==> src/logic/bcrx_regs.svh <==
// constants of the bi-phase command receiver
//
// Summary of operation
// - Detection logic runs only in the first 1000 us after a cycle start and is held clear otherwise.
// - Each input decision is caught in a sampling flop and a delayed stage; the delayed stage alone sets the filter shift direction.
// - The four-stage edge filter shifts a one in at the first stage on a one and a zero in at the last on a zero.
// - The edge filter holds all ones, all zeros or one single boundary, clears only on reset or a shut window, and never loads.
// - The filtered level sets when a one reaches the last stage and clears when a zero reaches the first stage.
// - The filtered level changes only after a net run of four new samples, each opposing one adding one more.
// - The 500 kHz bi-phase stream is sampled once per half cell and successive halves are compared.
// - Filtered data shifts through a half-cell sample register at 1 MHz and an xor flags unequal adjacent halves.
// - A rising difference flag loads the NRZ flop, after a short delay, from the tap one microsecond older.
// - Demodulation needs no start-up sequence; data transitions alone bring the output right.
// - A control counter locked to the bit edges makes the sampling, demodulator and NRZ load timing.
// - Sampling and edge detection advance at 10 MHz, a 100 ns step.
// - The edge counter presets to 5 on each edge and cycles 5 to 9, giving a 1 MHz sample mid half cell.
`ifndef BCRX_REGS_SVH
`define BCRX_REGS_SVH

// ==========================================================
// clocking
`define BCRX_CLK_HZ        100000000
`define BCRX_TICK_HZ       10000000
`define BCRX_TICK_DIV      (`BCRX_CLK_HZ / `BCRX_TICK_HZ)

// ==========================================================
// command window
`define BCRX_WINDOW_US     1000
`define BCRX_WINDOW_CYC    (`BCRX_WINDOW_US * (`BCRX_CLK_HZ / 1000000))
`define BCRX_WIN_CNT_W     17

// ==========================================================
// nrz load delay, least time so rounded up
`define BCRX_LOAD_DLY_NS   45
`define BCRX_LOAD_DLY_CYC  ((`BCRX_LOAD_DLY_NS * (`BCRX_CLK_HZ / 1000000) + 999) / 1000)

// ==========================================================
// edge filter and edge sync counter
`define BCRX_FILT_W        4
`define BCRX_FILT_RESET    4'h0
`define BCRX_SYNC_PRESET   4'h5
`define BCRX_SYNC_LAST     4'h9
`define BCRX_SYNC_TOGGLE   4'h7

`endif

==> src/logic/bcrx_pkg.sv <==
// types of the bi-phase command receiver
`include "bcrx_regs.svh"
package bcrx_pkg;

  // ==========================================================
  // filter shift direction
  typedef enum logic {BCRX_SHIFT_LEFT, BCRX_SHIFT_RIGHT} bcrx_shift_t;

  // ==========================================================
  // recovered data towards the start detector
  typedef struct packed {
    logic nrz;
    logic shift;
  } bcrx_nrz_t;

  // ==========================================================
  // edge filter state
  typedef struct packed {
    logic                    sync_ff;
    logic                    input_sampler_ff;
    logic                    delayed_ff;
    logic [`BCRX_FILT_W-1:0] edge_fuzz_integrator;
    logic                    filtered_data_ff;
  } bcrx_filt_st_t;

  // ==========================================================
  // edge sync counter state
  typedef struct packed {
    logic [1:0] edge_detect_reg;
    logic [3:0] edge_sync_counter;
    logic       phase_toggle;
    logic       sample_pulse;
  } bcrx_sync_st_t;

  // ==========================================================
  // top level state
  typedef struct packed {
    logic [3:0]                 tick_cnt;
    logic                       tick;
    logic                       window;
    logic [`BCRX_WIN_CNT_W-1:0] win_cnt;
    logic [1:0]                 halfcell_sample;
    logic                       halfcell_diff_gate;
    logic                       diff_prev;
    logic [2:0]                 load_dly;
    logic                       nrz_output_ff;
    logic                       bit_phase;
    logic                       shift_strobe;
  } bcrx_top_st_t;

endpackage : bcrx_pkg

==> src/logic/bcrx_receiver.sv <==
// bi-phase command receiver top: window, half-cell demodulator and nrz output
`include "bcrx_regs.svh"
module bcrx_receiver #(
  parameter int unsigned WINDOW_CYC = `BCRX_WINDOW_CYC
) (
  input  wire logic             clk,
  input  wire logic             rst_n,
  input  wire logic             cycle_start,
  input  wire logic             cmd_in,
  output bcrx_pkg::bcrx_nrz_t   nrz_out,
  output wire logic             cmd_window
);
  import bcrx_pkg::*;

  // ==========================================================
  // timing of the command path, in system clocks
  // - the pin meets a free-running flop, then the sampler and
  //   delayed stage on each 10 MHz step
  // - the edge filter needs a net run of four samples, so a clean
  //   edge reaches the filtered level some 60 to 70 clocks later
  // - the edge sync presets on a filtered edge and gives a
  //   half-cell pulse three steps after the preset
  // - further pulses follow every 100 clocks, mid half cell
  // - the difference flag trails a pulse by two clocks; its rise
  //   starts the load delay
  // - the nrz flop then takes the older tap, so a new bit shows
  //   only once both of its halves have been sampled
  // - the shift strobe rides every second pulse and restarts its
  //   phase when the nrz level moves
  // limits worth knowing
  // - noise netting four wrong samples in one half cell gets
  //   through; nothing later can repair it
  // - the path clears one clock after cmd_window falls, so a last
  //   strobe may show beside the falling window
  // - a second cycle start simply restarts the aperture count

  // ==========================================================
  // declarations
  bcrx_top_st_t s;
  bcrx_top_st_t next_s;
  logic         filtered;
  logic         sample_pulse;
  logic         diff_rise;
  logic         load_now;

  // ==========================================================
  // outputs, all straight from flops
  assign nrz_out.nrz   = s.nrz_output_ff;
  assign nrz_out.shift = s.shift_strobe;
  assign cmd_window    = s.window;

  // ==========================================================
  // edge filter and edge-locked timing
  bcrx_edge_filter u_filter (
    .clk      (clk),
    .rst_n    (rst_n),
    .tick     (s.tick),
    .window   (s.window),
    .cmd_in   (cmd_in),
    .filtered (filtered)
  );

  bcrx_edge_sync u_sync (
    .clk          (clk),
    .rst_n        (rst_n),
    .tick         (s.tick),
    .window       (s.window),
    .filt_in      (filtered),
    .sample_pulse (sample_pulse)
  );

  // ==========================================================
  // load control terms
  // a fresh difference restarts the load delay; halves change only every 1 us so
  // the delay always completes before the taps move again
  assign diff_rise = s.halfcell_diff_gate & ~s.diff_prev;
  assign load_now  = (s.load_dly == 3'h1);

  // ==========================================================
  // next state
  always_comb begin
    next_s = s;

    // 10 MHz step derived from the system clock
    if (s.tick_cnt == 4'(`BCRX_TICK_DIV - 1)) begin
      next_s.tick_cnt = 4'h0;
      next_s.tick     = 1'b1;
    end else begin
      next_s.tick_cnt = s.tick_cnt + 4'h1;
      next_s.tick     = 1'b0;
    end

    // command window opens on each cycle start, closes after the aperture
    if (cycle_start) begin
      next_s.window  = 1'b1;
      next_s.win_cnt = '0;
    end else if (s.window) begin
      if (s.win_cnt == `BCRX_WIN_CNT_W'(WINDOW_CYC - 1)) begin
        next_s.window = 1'b0;
      end else begin
        next_s.win_cnt = s.win_cnt + `BCRX_WIN_CNT_W'(1);
      end
    end

    // half-cell samples at the 1 MHz edge-locked clock
    if (sample_pulse) begin
      next_s.halfcell_sample = {s.halfcell_sample[0], filtered};
    end

    // compare adjacent halves; no init needed, any reversal resyncs it
    next_s.halfcell_diff_gate = s.halfcell_sample[0] ^ s.halfcell_sample[1];
    next_s.diff_prev          = s.halfcell_diff_gate;

    // nrz load after the set-up delay, from the older tap
    next_s.shift_strobe = 1'b0;
    if (diff_rise) begin
      next_s.load_dly = 3'(`BCRX_LOAD_DLY_CYC);
    end else if (s.load_dly != 3'h0) begin
      next_s.load_dly = s.load_dly - 3'h1;
    end
    if (load_now) begin
      next_s.nrz_output_ff = s.halfcell_sample[1];
    end

    // bit strobe: every second half-cell pulse, realigned when the nrz level moves
    if (load_now && s.halfcell_sample[1] != s.nrz_output_ff) begin
      next_s.bit_phase = 1'b0;
    end else if (sample_pulse) begin
      next_s.bit_phase    = ~s.bit_phase;
      next_s.shift_strobe = s.bit_phase;
    end

    // outside the aperture everything on the command path sits clear
    if (!s.window) begin
      next_s.halfcell_sample    = 2'h0;
      next_s.halfcell_diff_gate = 1'b0;
      next_s.diff_prev          = 1'b0;
      next_s.load_dly           = 3'h0;
      next_s.nrz_output_ff      = 1'b0;
      next_s.bit_phase          = 1'b0;
      next_s.shift_strobe       = 1'b0;
    end
  end

  // ==========================================================
  // state register
  always_ff @(posedge clk) begin
    if (!rst_n) begin
      s <= '0;
    end else begin
      s <= next_s;
    end
  end
endmodule : bcrx_receiver

==> src/logic/bcrx_edge_filter.sv <==
// input sampler and four-stage edge fuzz integrator
`include "bcrx_regs.svh"
module bcrx_edge_filter (
  input  wire logic clk,
  input  wire logic rst_n,
  input  wire logic tick,
  input  wire logic window,
  input  wire logic cmd_in,
  output wire logic filtered
);
  import bcrx_pkg::*;

  bcrx_filt_st_t s;
  bcrx_filt_st_t next_s;
  logic          filter_mode_sel_hi;
  logic          filter_mode_sel_lo;
  logic          filter_first_stage;
  logic          filter_last_stage;
  logic          right_fill_input;
  logic          left_fill_input;
  bcrx_shift_t   mode;

  // ==========================================================
  // mode select: the delayed stage and its complement, so 00 and 11 never arise
  assign filter_mode_sel_hi = s.delayed_ff;
  assign filter_mode_sel_lo = ~s.delayed_ff;
  assign mode               = bcrx_shift_t'(filter_mode_sel_hi & ~filter_mode_sel_lo);
  assign filter_first_stage = s.edge_fuzz_integrator[0];
  assign filter_last_stage  = s.edge_fuzz_integrator[`BCRX_FILT_W-1];
  assign right_fill_input   = 1'b1;
  assign left_fill_input    = 1'b0;
  assign filtered           = s.filtered_data_ff;

  // ==========================================================
  // next state; the first synchroniser flop runs every clock, the rest at 10 MHz
  always_comb begin
    next_s         = s;
    next_s.sync_ff = cmd_in;
    if (tick) begin
      next_s.input_sampler_ff = s.sync_ff;
      next_s.delayed_ff       = s.input_sampler_ff;
      // no data path through the register, only fill bits move
      unique case (mode)
        BCRX_SHIFT_RIGHT: next_s.edge_fuzz_integrator =
          {s.edge_fuzz_integrator[`BCRX_FILT_W-2:0], right_fill_input};
        BCRX_SHIFT_LEFT:  next_s.edge_fuzz_integrator =
          {left_fill_input, s.edge_fuzz_integrator[`BCRX_FILT_W-1:1]};
      endcase
      if (filter_last_stage) begin
        next_s.filtered_data_ff = 1'b1;
      end else if (!filter_first_stage) begin
        next_s.filtered_data_ff = 1'b0;
      end
    end
    // closed window holds the detection registers clear
    if (!window) begin
      next_s.input_sampler_ff     = 1'b0;
      next_s.delayed_ff           = 1'b0;
      next_s.edge_fuzz_integrator = `BCRX_FILT_RESET;
      next_s.filtered_data_ff     = 1'b0;
    end
  end

  always_ff @(posedge clk) begin
    if (!rst_n) begin
      s <= '0;
    end else begin
      s <= next_s;
    end
  end
endmodule : bcrx_edge_filter

==> src/logic/bcrx_edge_sync.sv <==
// edge-locked demodulation control counter
`include "bcrx_regs.svh"
module bcrx_edge_sync (
  input  wire logic clk,
  input  wire logic rst_n,
  input  wire logic tick,
  input  wire logic window,
  input  wire logic filt_in,
  output wire logic sample_pulse
);
  import bcrx_pkg::*;

  bcrx_sync_st_t s;
  bcrx_sync_st_t next_s;
  logic          edge_seen;

  assign edge_seen    = s.edge_detect_reg[1] ^ s.edge_detect_reg[0];
  assign sample_pulse = s.sample_pulse;

  // ==========================================================
  // 5..9 counter gives 2 MHz; the toggle halves it to the 1 MHz half-cell clock
  always_comb begin
    next_s              = s;
    next_s.sample_pulse = 1'b0;
    if (tick) begin
      next_s.edge_detect_reg = {s.edge_detect_reg[0], filt_in};
      if (edge_seen) begin
        next_s.edge_sync_counter = `BCRX_SYNC_PRESET;
        next_s.phase_toggle      = 1'b0;
      end else begin
        if (s.edge_sync_counter == `BCRX_SYNC_LAST) begin
          next_s.edge_sync_counter = `BCRX_SYNC_PRESET;
        end else begin
          next_s.edge_sync_counter = s.edge_sync_counter + 4'h1;
        end
        if (s.edge_sync_counter == `BCRX_SYNC_TOGGLE) begin
          next_s.phase_toggle = ~s.phase_toggle;
          next_s.sample_pulse = ~s.phase_toggle;
        end
      end
    end
    if (!window) begin
      next_s                   = '0;
      next_s.edge_sync_counter = `BCRX_SYNC_PRESET;
    end
  end

  always_ff @(posedge clk) begin
    if (!rst_n) begin
      s                   <= '0;
      s.edge_sync_counter <= `BCRX_SYNC_PRESET;
    end else begin
      s <= next_s;
    end
  end
endmodule : bcrx_edge_sync

==> config.mk <==
export PLATFORM = sky130hd
export DESIGN_NAME = bcrx_receiver
export DESIGN_NICKNAME = d
export VERILOG_FILES = /design/src/logic/bcrx_pkg.sv /design/src/logic/bcrx_receiver.sv /design/src/logic/bcrx_edge_filter.sv /design/src/logic/bcrx_edge_sync.sv
export VERILOG_INCLUDE_DIRS = /design/src /design/src/logic
export SDC_FILE = /design/constraint.sdc
export NUM_CORES = 1
export LEC_CHECK = 0
export ABC_AREA = 1
export BUFFER_PORTS_ARGS = -buffer_cell sky130_fd_sc_hd__buf_2
export CAP_MARGIN = 25
export CORE_ASPECT_RATIO = 0.9
export CORE_UTILIZATION = 50
export DETAILED_ROUTE_END_ITERATION = 8
export PLACE_DENSITY = 0.66
export SETUP_SLACK_MARGIN = 0.5
export SYNTH_ARGS = -nofsm -noshare
export SYNTH_HDL_FRONTEND = slang
export SYNTH_SLANG_ARGS = --single-unit
==> constraint.sdc <==
create_clock -name clk -period 1.9 [get_ports clk]
set_input_delay 0.38 -clock clk [delete_from_list [all_inputs] [get_ports clk]]
set_output_delay 0.38 -clock clk [all_outputs]
set_load 0.005 [all_outputs]
==> flow_summary.yaml, run 1 <==
timing:
  worst_pin_slew_ns: 0.568
  setup_tns_ns: 0
  max_clock_freq_mhz: 754
  fin_crit_sh_pct: 69.8
  hold_viol: 0
  period_needed_ns: 1.33
  maxSlewHeadroom_pct: 62.1
  setup_viol: 0
  maxSlewViolCount: 0
  fin_skew_ns: 0.00897
  rsz0062_at_grt: "no"
place:
  hpwl_mm: 2.79
  place.gp.congestion: 0.793
  placed_cell_area_mm2: 0.00235
  place_inst: 370
  io_buffers: 6
routing:
  vias_per_cell: 4.88
  ant_nets: 0
  wirelength_mm: 4.26
  detail_route.wl_per_cell_um: 11.0
  dr.pass1.iters: 4
  vias: 1884
  drc: 0
  drt_iter0_markers: 111
critical_path:
  crit_path_max_incr_delay_ns: 0.37
  path_cells: "ha_4, nand3_4, clkinv_4, buf_4, nand3_4, nand2_2, nand2_1, nand2_1, nor2_1"
  worstPathRequired_ns: 2.15
  cp.arrival_ns: 1.58
  crit_buf_inv: 2
  path_max_fanout: 5
  worstSetupStartpointType: "register"
  crit_family: "simple AND/OR/NAND/NOR gates"
  worstSetupPathType: "reg -> reg"
  end_kind: "register"
  critPathSlowestCell: "dfxtp_4"
logic_synthesis:
  syn_area_mm2: 0.00227
  syn_avg_cell_area_um2: 7.38
  ys_types: 31
  synth_edf_count: 0
  netlist_instances: 308
  ys_warn_count: 0
  synth-async-reset-ratio_pct: 0
  ys_ff_latch: 49
  seq_area_frac_synth_pct: 43.2
  ys.flop_type: "dfxtp_1"
  syn_nets: 320
run_status:
  run_status: "finished clean"
cts:
  clk_latency_ns: 0.31
  cts_buffer_depth: 2
  cts_buffers: 5
  ctsHoldBuffers: 0
  cts_tree: "done"
  clkSlewWorstSetupHoldPaths_ns: 0.09
  cts_max_level: 2
  cts_root_buffer: "clkbuf_8"
  cts_sinks: 49
pwr:
  finalPower_mw: 1.73
  leakage_nw: 0.948
  pwr_density_cell_mw_per_mm2: 663
  vdd_drop_max_v: 0.000620
layout:
  syn2layout_area_growth_pct: 15.1
  final_common_cell: "nand2_1"
  layout_common_cells: "nand2_1 (62), nor2_1 (41), dfxtp_1 (40)"
  final_area_mm2: 0.00262
  fin_nets: 337
  n_antenna_cell: 0
  drive_above_1_share_pct: 19.3
  nFillCells: 395
  final-instance-count-excl-fill: 386
  post-route-util_pct: 62.1
global_route:
  grt_usage_pct: 18.7
  antenna_found_initial: 0
  overflow: 0
  grt_pass1_vias: 1639
  grt_pass1_wl_mm: 6.91
  grt_max_degree: 17
floorplan:
  fp-row-count: 22
  ioPinCount: 7
  die_w_um: 73.1
  die_h_um: 66.0
  start_util_pct: 54.0
  dieArea_mm2: 0.00482
  core_mm2: 0.00421
hold_path:
  hp-class: "in -> reg"
job:
  cap_violations: 0
[synthesized netlist by cell type (3+ instances only)]
| cell | count | area, um2 |
|---|---|---|
| nand4_1 | 4 | 25.0 |
| nor2_2 | 3 | 18.8 |
| nor3_1 | 4 | 20.0 |
| nand2_1 | 63 | 236 |
| buf_4 | 4 | 30.0 |
| or2_2 | 3 | 18.8 |
| nand3_1 | 16 | 80.1 |
| o211ai_1 | 3 | 22.5 |
| xnor2_1 | 5 | 43.8 |
| dfxtp_1 | 49 | 981 |
| clkbuf_1 | 3 | 11.3 |
| inv_2 | 4 | 15.0 |
| xor2_1 | 3 | 26.3 |
| ha_1 | 8 | 100 |
| o21ai_0 | 14 | 70.1 |
| a21oi_1 | 28 | 140 |
| nor2_1 | 45 | 169 |
| inv_1 | 33 | 124 |
[tightest hold or removal path, cell delays in order]
cell and delay [ns]:
buf_2 0.08, nand2_1 0.04, inv_1 0.04
[sequential cells by signal (all words and copies together), names as in the netlist]
| register | count |
|---|---|
| s | 30 |
| u_sync.s | 7 |
| u_filter.filter_last_stage | 1 |
| u_filter.s | 4 |
| u_filter.filter_first_stage | 1 |
| u_filter.filtered | 1 |
| u_sync.sample_pulse | 1 |
| nrz_out | 2 |
| cmd_window | 1 |
| u_filter.filter_mode_sel_hi | 1 |
[per-stage QoR]
stage / setup WS, ns / hold slack, ns
6_report: 0.574 / 0.258
5_1_grt: 0.489 / 0.267
4_1_cts: 0.481 / 0.255
3_5_place_dp: 0.448 / 0.418
3_3_place_gp: 0.457 / 0.419
2_1_floorplan: 0.591 / 0.407
[cells by family (layout without fill, tap and decap cells)]
family	after synthesis	in the layout	share of synthesized area [%]
XOR/XNOR	8	8	3.08
buffers and inverters	46	62	8.59
flip-flops	49	49	43.2
AND/OR/NAND/NOR	145	147	28.3
AO/OA/AOI/OAI	52	52	12.4
adder cells (fa/ha/maj)	8	8	4.41
[worst paths after layout]
check | start | endpoint | slack (ns) | cells past startpoint
worst max-delay path | s[10] | s[12] | 0.57 | 9
worst min-delay path | cmd_in | u_filter.s[7] | 0.26 | 3
worst max register to register | s[10] | s[12] | 0.57 | 9
worst min register to register | s[7] | s[6] | 0.43 | 2
[per-layer routing]
| metal | GRT usage, % | vias up | routed length (um) |
|---|---|---|---|
| met2 | 31.5 | 18 | 1990 |
| met1 | 22.6 | 837 | 2100 |
| met3 | 4.73 | 9 | 111 |
| li1 | - | 1020 | - |
| met5 | 0 | - | 0 |
| met4 | 7.35 | 0 | 57 |
[layout make-up]
class	count	area, um2	area share (%)
clock buffers	5	68.8	2.63
repair buffers	16	118	4.50
multi-input cells	215	1180	45.1
well taps	60	75.1	2.87
flip-flops and latches	49	1000	38.2
inverters	38	151	5.79
clock inverters	3	22.5	0.861
[repair_timing]
item                       CTS  global route
cloned                       1             1
pin swaps                    0             6
buffers inserted             0             6
setup endpoints to repair   16            20
resized for setup            5            25
[where the power goes]
| part | switching [mW] | leakage (nW) | total, mW | internal [mW] |
|---|---|---|---|---|
| logic | 0.0393 | 0.499 | 0.0686 | 0.0293 |
| clock network | 0.356 | 0.0481 | 0.617 | 0.261 |
| registers | 0.0139 | 0.401 | 1.05 | 1.03 |
| total | 0.409 | 0.948 | 1.73 | 1.33 |
No activity file was read; power rests on OpenSTA's default activity.
==> run 2, diff against run 1 <==
- ABC_AREA: 1 -> 0
- PLACE_DENSITY: 0.66 -> 0.69
- clock period: 1.9 -> 1.15 ns (I/O delays scaled with it)
==> flow_summary.yaml, run 2 <==
run_status:
  run_status: "complete, but fails checks"
  failed_checks: "setup timing"
routing:
  detail_route.wl_per_cell_um: 14.8
  drt-met1-wl_mm: 2.47
  met3WireLength_um: 172
  vias: 1935
  top_layer: "met4"
  ant_nets: 0
  drt_iter0_markers: 78
  wirelength_mm: 5.14
  vias_per_cell: 5.56
  dr.pass1.iters: 4
  drc: 0
  dr_wl_met2_mm: 2.41
logic_synthesis:
  synth_most_common_cell: "dfxtp_1"
  synth_top_area_share_pct: 45.0
  synth-async-reset-ratio_pct: 0
  netlist_instances: 238
  ys_ff_latch: 49
  ys_types: 42
  ys_warn_count: 0
  syn_avg_cell_area_um2: 9.15
  synth_common_cells: "dfxtp_1 (49), nor2_1 (26), nand2_1 (21), a21oi_1 (15), mux2i_1 (12)"
  syn_area_mm2: 0.00218
  ys.flop_type: "dfxtp_1"
  synth_edf_count: 0
  syn_nets: 250
  yosys.area.top_type: "dfxtp_1"
  synth.area.top_cells: "dfxtp_1 (45%), mux2i_1 (5.5%), ha_1 (4.6%)"
  seq_area_frac_synth_pct: 45.0
pwr:
  vdd_drop_max_v: 0.000736
  pwr_density_cell_mw_per_mm2: 906
  leakage_nw: 1.24
  seqPwrFrac_pct: 57.9
  combPwrFrac_pct: 7.1
  power.switching_mw: 0.722
  p_sw_share_pct: 24.4
  p_clk_share_pct: 34.9
  intPower_mw: 2.24
timing:
  worst_pin_slew_ns: 0.298
  fin_crit_sh_pct: 147
  finalWorstSetupSlack_ns: -0.537
  rsz0062_at_grt: "yes"
  period_needed_ns: 1.69
  fin_skew_ns: 0.00945
  hold_viol: 0
  max_clock_freq_mhz: 593
  setup_viol: 20
  maxSlewViolCount: 0
  maxSlewHeadroom_pct: 80.0
floorplan:
  die_h_um: 64.6
  fp-row-count: 22
  core_mm2: 0.00413
  die_w_um: 71.6
  dieArea_mm2: 0.00463
  ioPinCount: 7
  start_util_pct: 52.8
job:
  cap_violations: 0
layout:
  top_regs: "s: 30 flops, u_sync.s: 7 flops, u_filter.s: 4 flops"
  drive_above_1_share_pct: 49.3
  final-instance-count-excl-fill: 348
  largest_reg_flops: 30
  syn2layout_area_growth_pct: 50.0
  regMostFlops: "s"
  final_common_cell: "buf_4"
  fin_nets: 311
  layout_common_cells: "buf_4 (41), dfxtp_1 (31), nor2_1 (22)"
  n_antenna_cell: 0
  post-route-util_pct: 79.2
cts:
  clkSlewWorstSetupHoldPaths_ns: 0.09
  cts_tree: "done"
  cts_buffer_depth: 2
  ctsHoldBuffers: 0
  clk_latency_ns: 0.31
  cts_buffers: 5
  cts_sinks: 49
  cts_max_level: 2
  cts_root_buffer: "clkbuf_8"
critical_path:
  worstPathRequired_ns: 1.35
  worstSetupStartpointType: "register"
  end_kind: "register"
  cp.arrival_ns: 1.89
  worstSetupPathType: "reg -> reg"
  path_max_fanout: 8
global_route:
  grt_pass1_vias: 1661
  grt_usage_pct: 21.6
  overflow: 0
  antenna_found_initial: 0
  grt_max_degree: 20
  grt_pass1_wl_mm: 7.65
place:
  hpwl_mm: 3.15
  place.gp.congestion: 0.792
  io_buffers: 6
  place_inst: 322
hold_path:
  hp-class: "in -> reg"
[run 2: worst paths after layout]
check	slack (ns)	to	depth (start not counted)	start
setup / recovery	-0.54	cmd_window	5	s[22]
hold / removal	0.12	u_filter.s[7]	2	cmd_in
setup reg to reg	-0.54	cmd_window	5	s[22]
hold reg to reg	0.46	s[29]	1	s[29]
[run 2: kinds of logic after synthesis]
| logic type | share of synthesized area (%) |
|---|---|
| flip-flops | 45.0 |
| adder cells (fa/ha/maj) | 4.60 |
| multiplexers | 5.51 |
| XOR/XNOR | 6.03 |
| AO/OA/AOI/OAI | 10.4 |
| AND/OR/NAND/NOR | 24.4 |
| buffers and inverters | 4.02 |
[run 2: worst max-delay path, stage by stage, from the launching register on]
cell and delay [ns]:
dfxtp_1 0.32, or4b_4 0.56, nor4_4 0.30, buf_6 0.18, nor2_4 0.05, o21a_1 0.17
[run 2: per-layer routing]
metal  global-route usage, %  vias to the layer above
met5                       0                        -
met4                    8.58                        0
met3                    4.51                       12
met2                    33.5                       38
met1                    29.6                      924
li1                        -                      961
[run 2: per-stage QoR]
step                      power, mW  hold WS, ns  worst slack (ns)  TNS (ns)  area [um2]
after global routing           3.05        0.120            -0.610     -8.67        3270
final                          2.96        0.123            -0.537     -7.13        3270
after floorplan                1.86        0.340            -0.543     -5.60        2460
after CTS                      2.91        0.123            -0.554     -6.87        3010
after detailed placement       1.90        0.448            -0.557     -6.67        2770
after global placement         1.90        0.443            -0.517     -6.38        2770
[run 2: power by group through the flow]
stage          logic, mW  clock network (mW)  registers, mW
2_1_floorplan     0.0977                   0           1.76
3_3_place_gp       0.136                   0           1.76
3_5_place_dp       0.139                   0           1.76
4_1_cts            0.145                1.05           1.72
5_1_grt            0.226                1.11           1.72
6_report           0.211                1.03           1.72
[run 2: final cells by class]
| class | count | area [um2] |
|---|---|---|
| Multi-Input combinational cell | 171 | 1490 |
| Sequential cell | 49 | 1020 |
| Fill cell | 244 | 861 |
| Timing Repair Buffer | 65 | 577 |
| Clock buffer | 5 | 68.8 |
| Tap cell | 48 | 60.1 |
| Inverter | 7 | 31.3 |
| Clock inverter | 3 | 22.5 |
[run 2: what timing repair did]
item | in CTS | in global routing
resized for setup | 23 | 33
pin swaps | 29 | 14
buffers inserted | 6 | 10
gates cloned | 0 | 2
setup endpoints to repair | 51 | 51
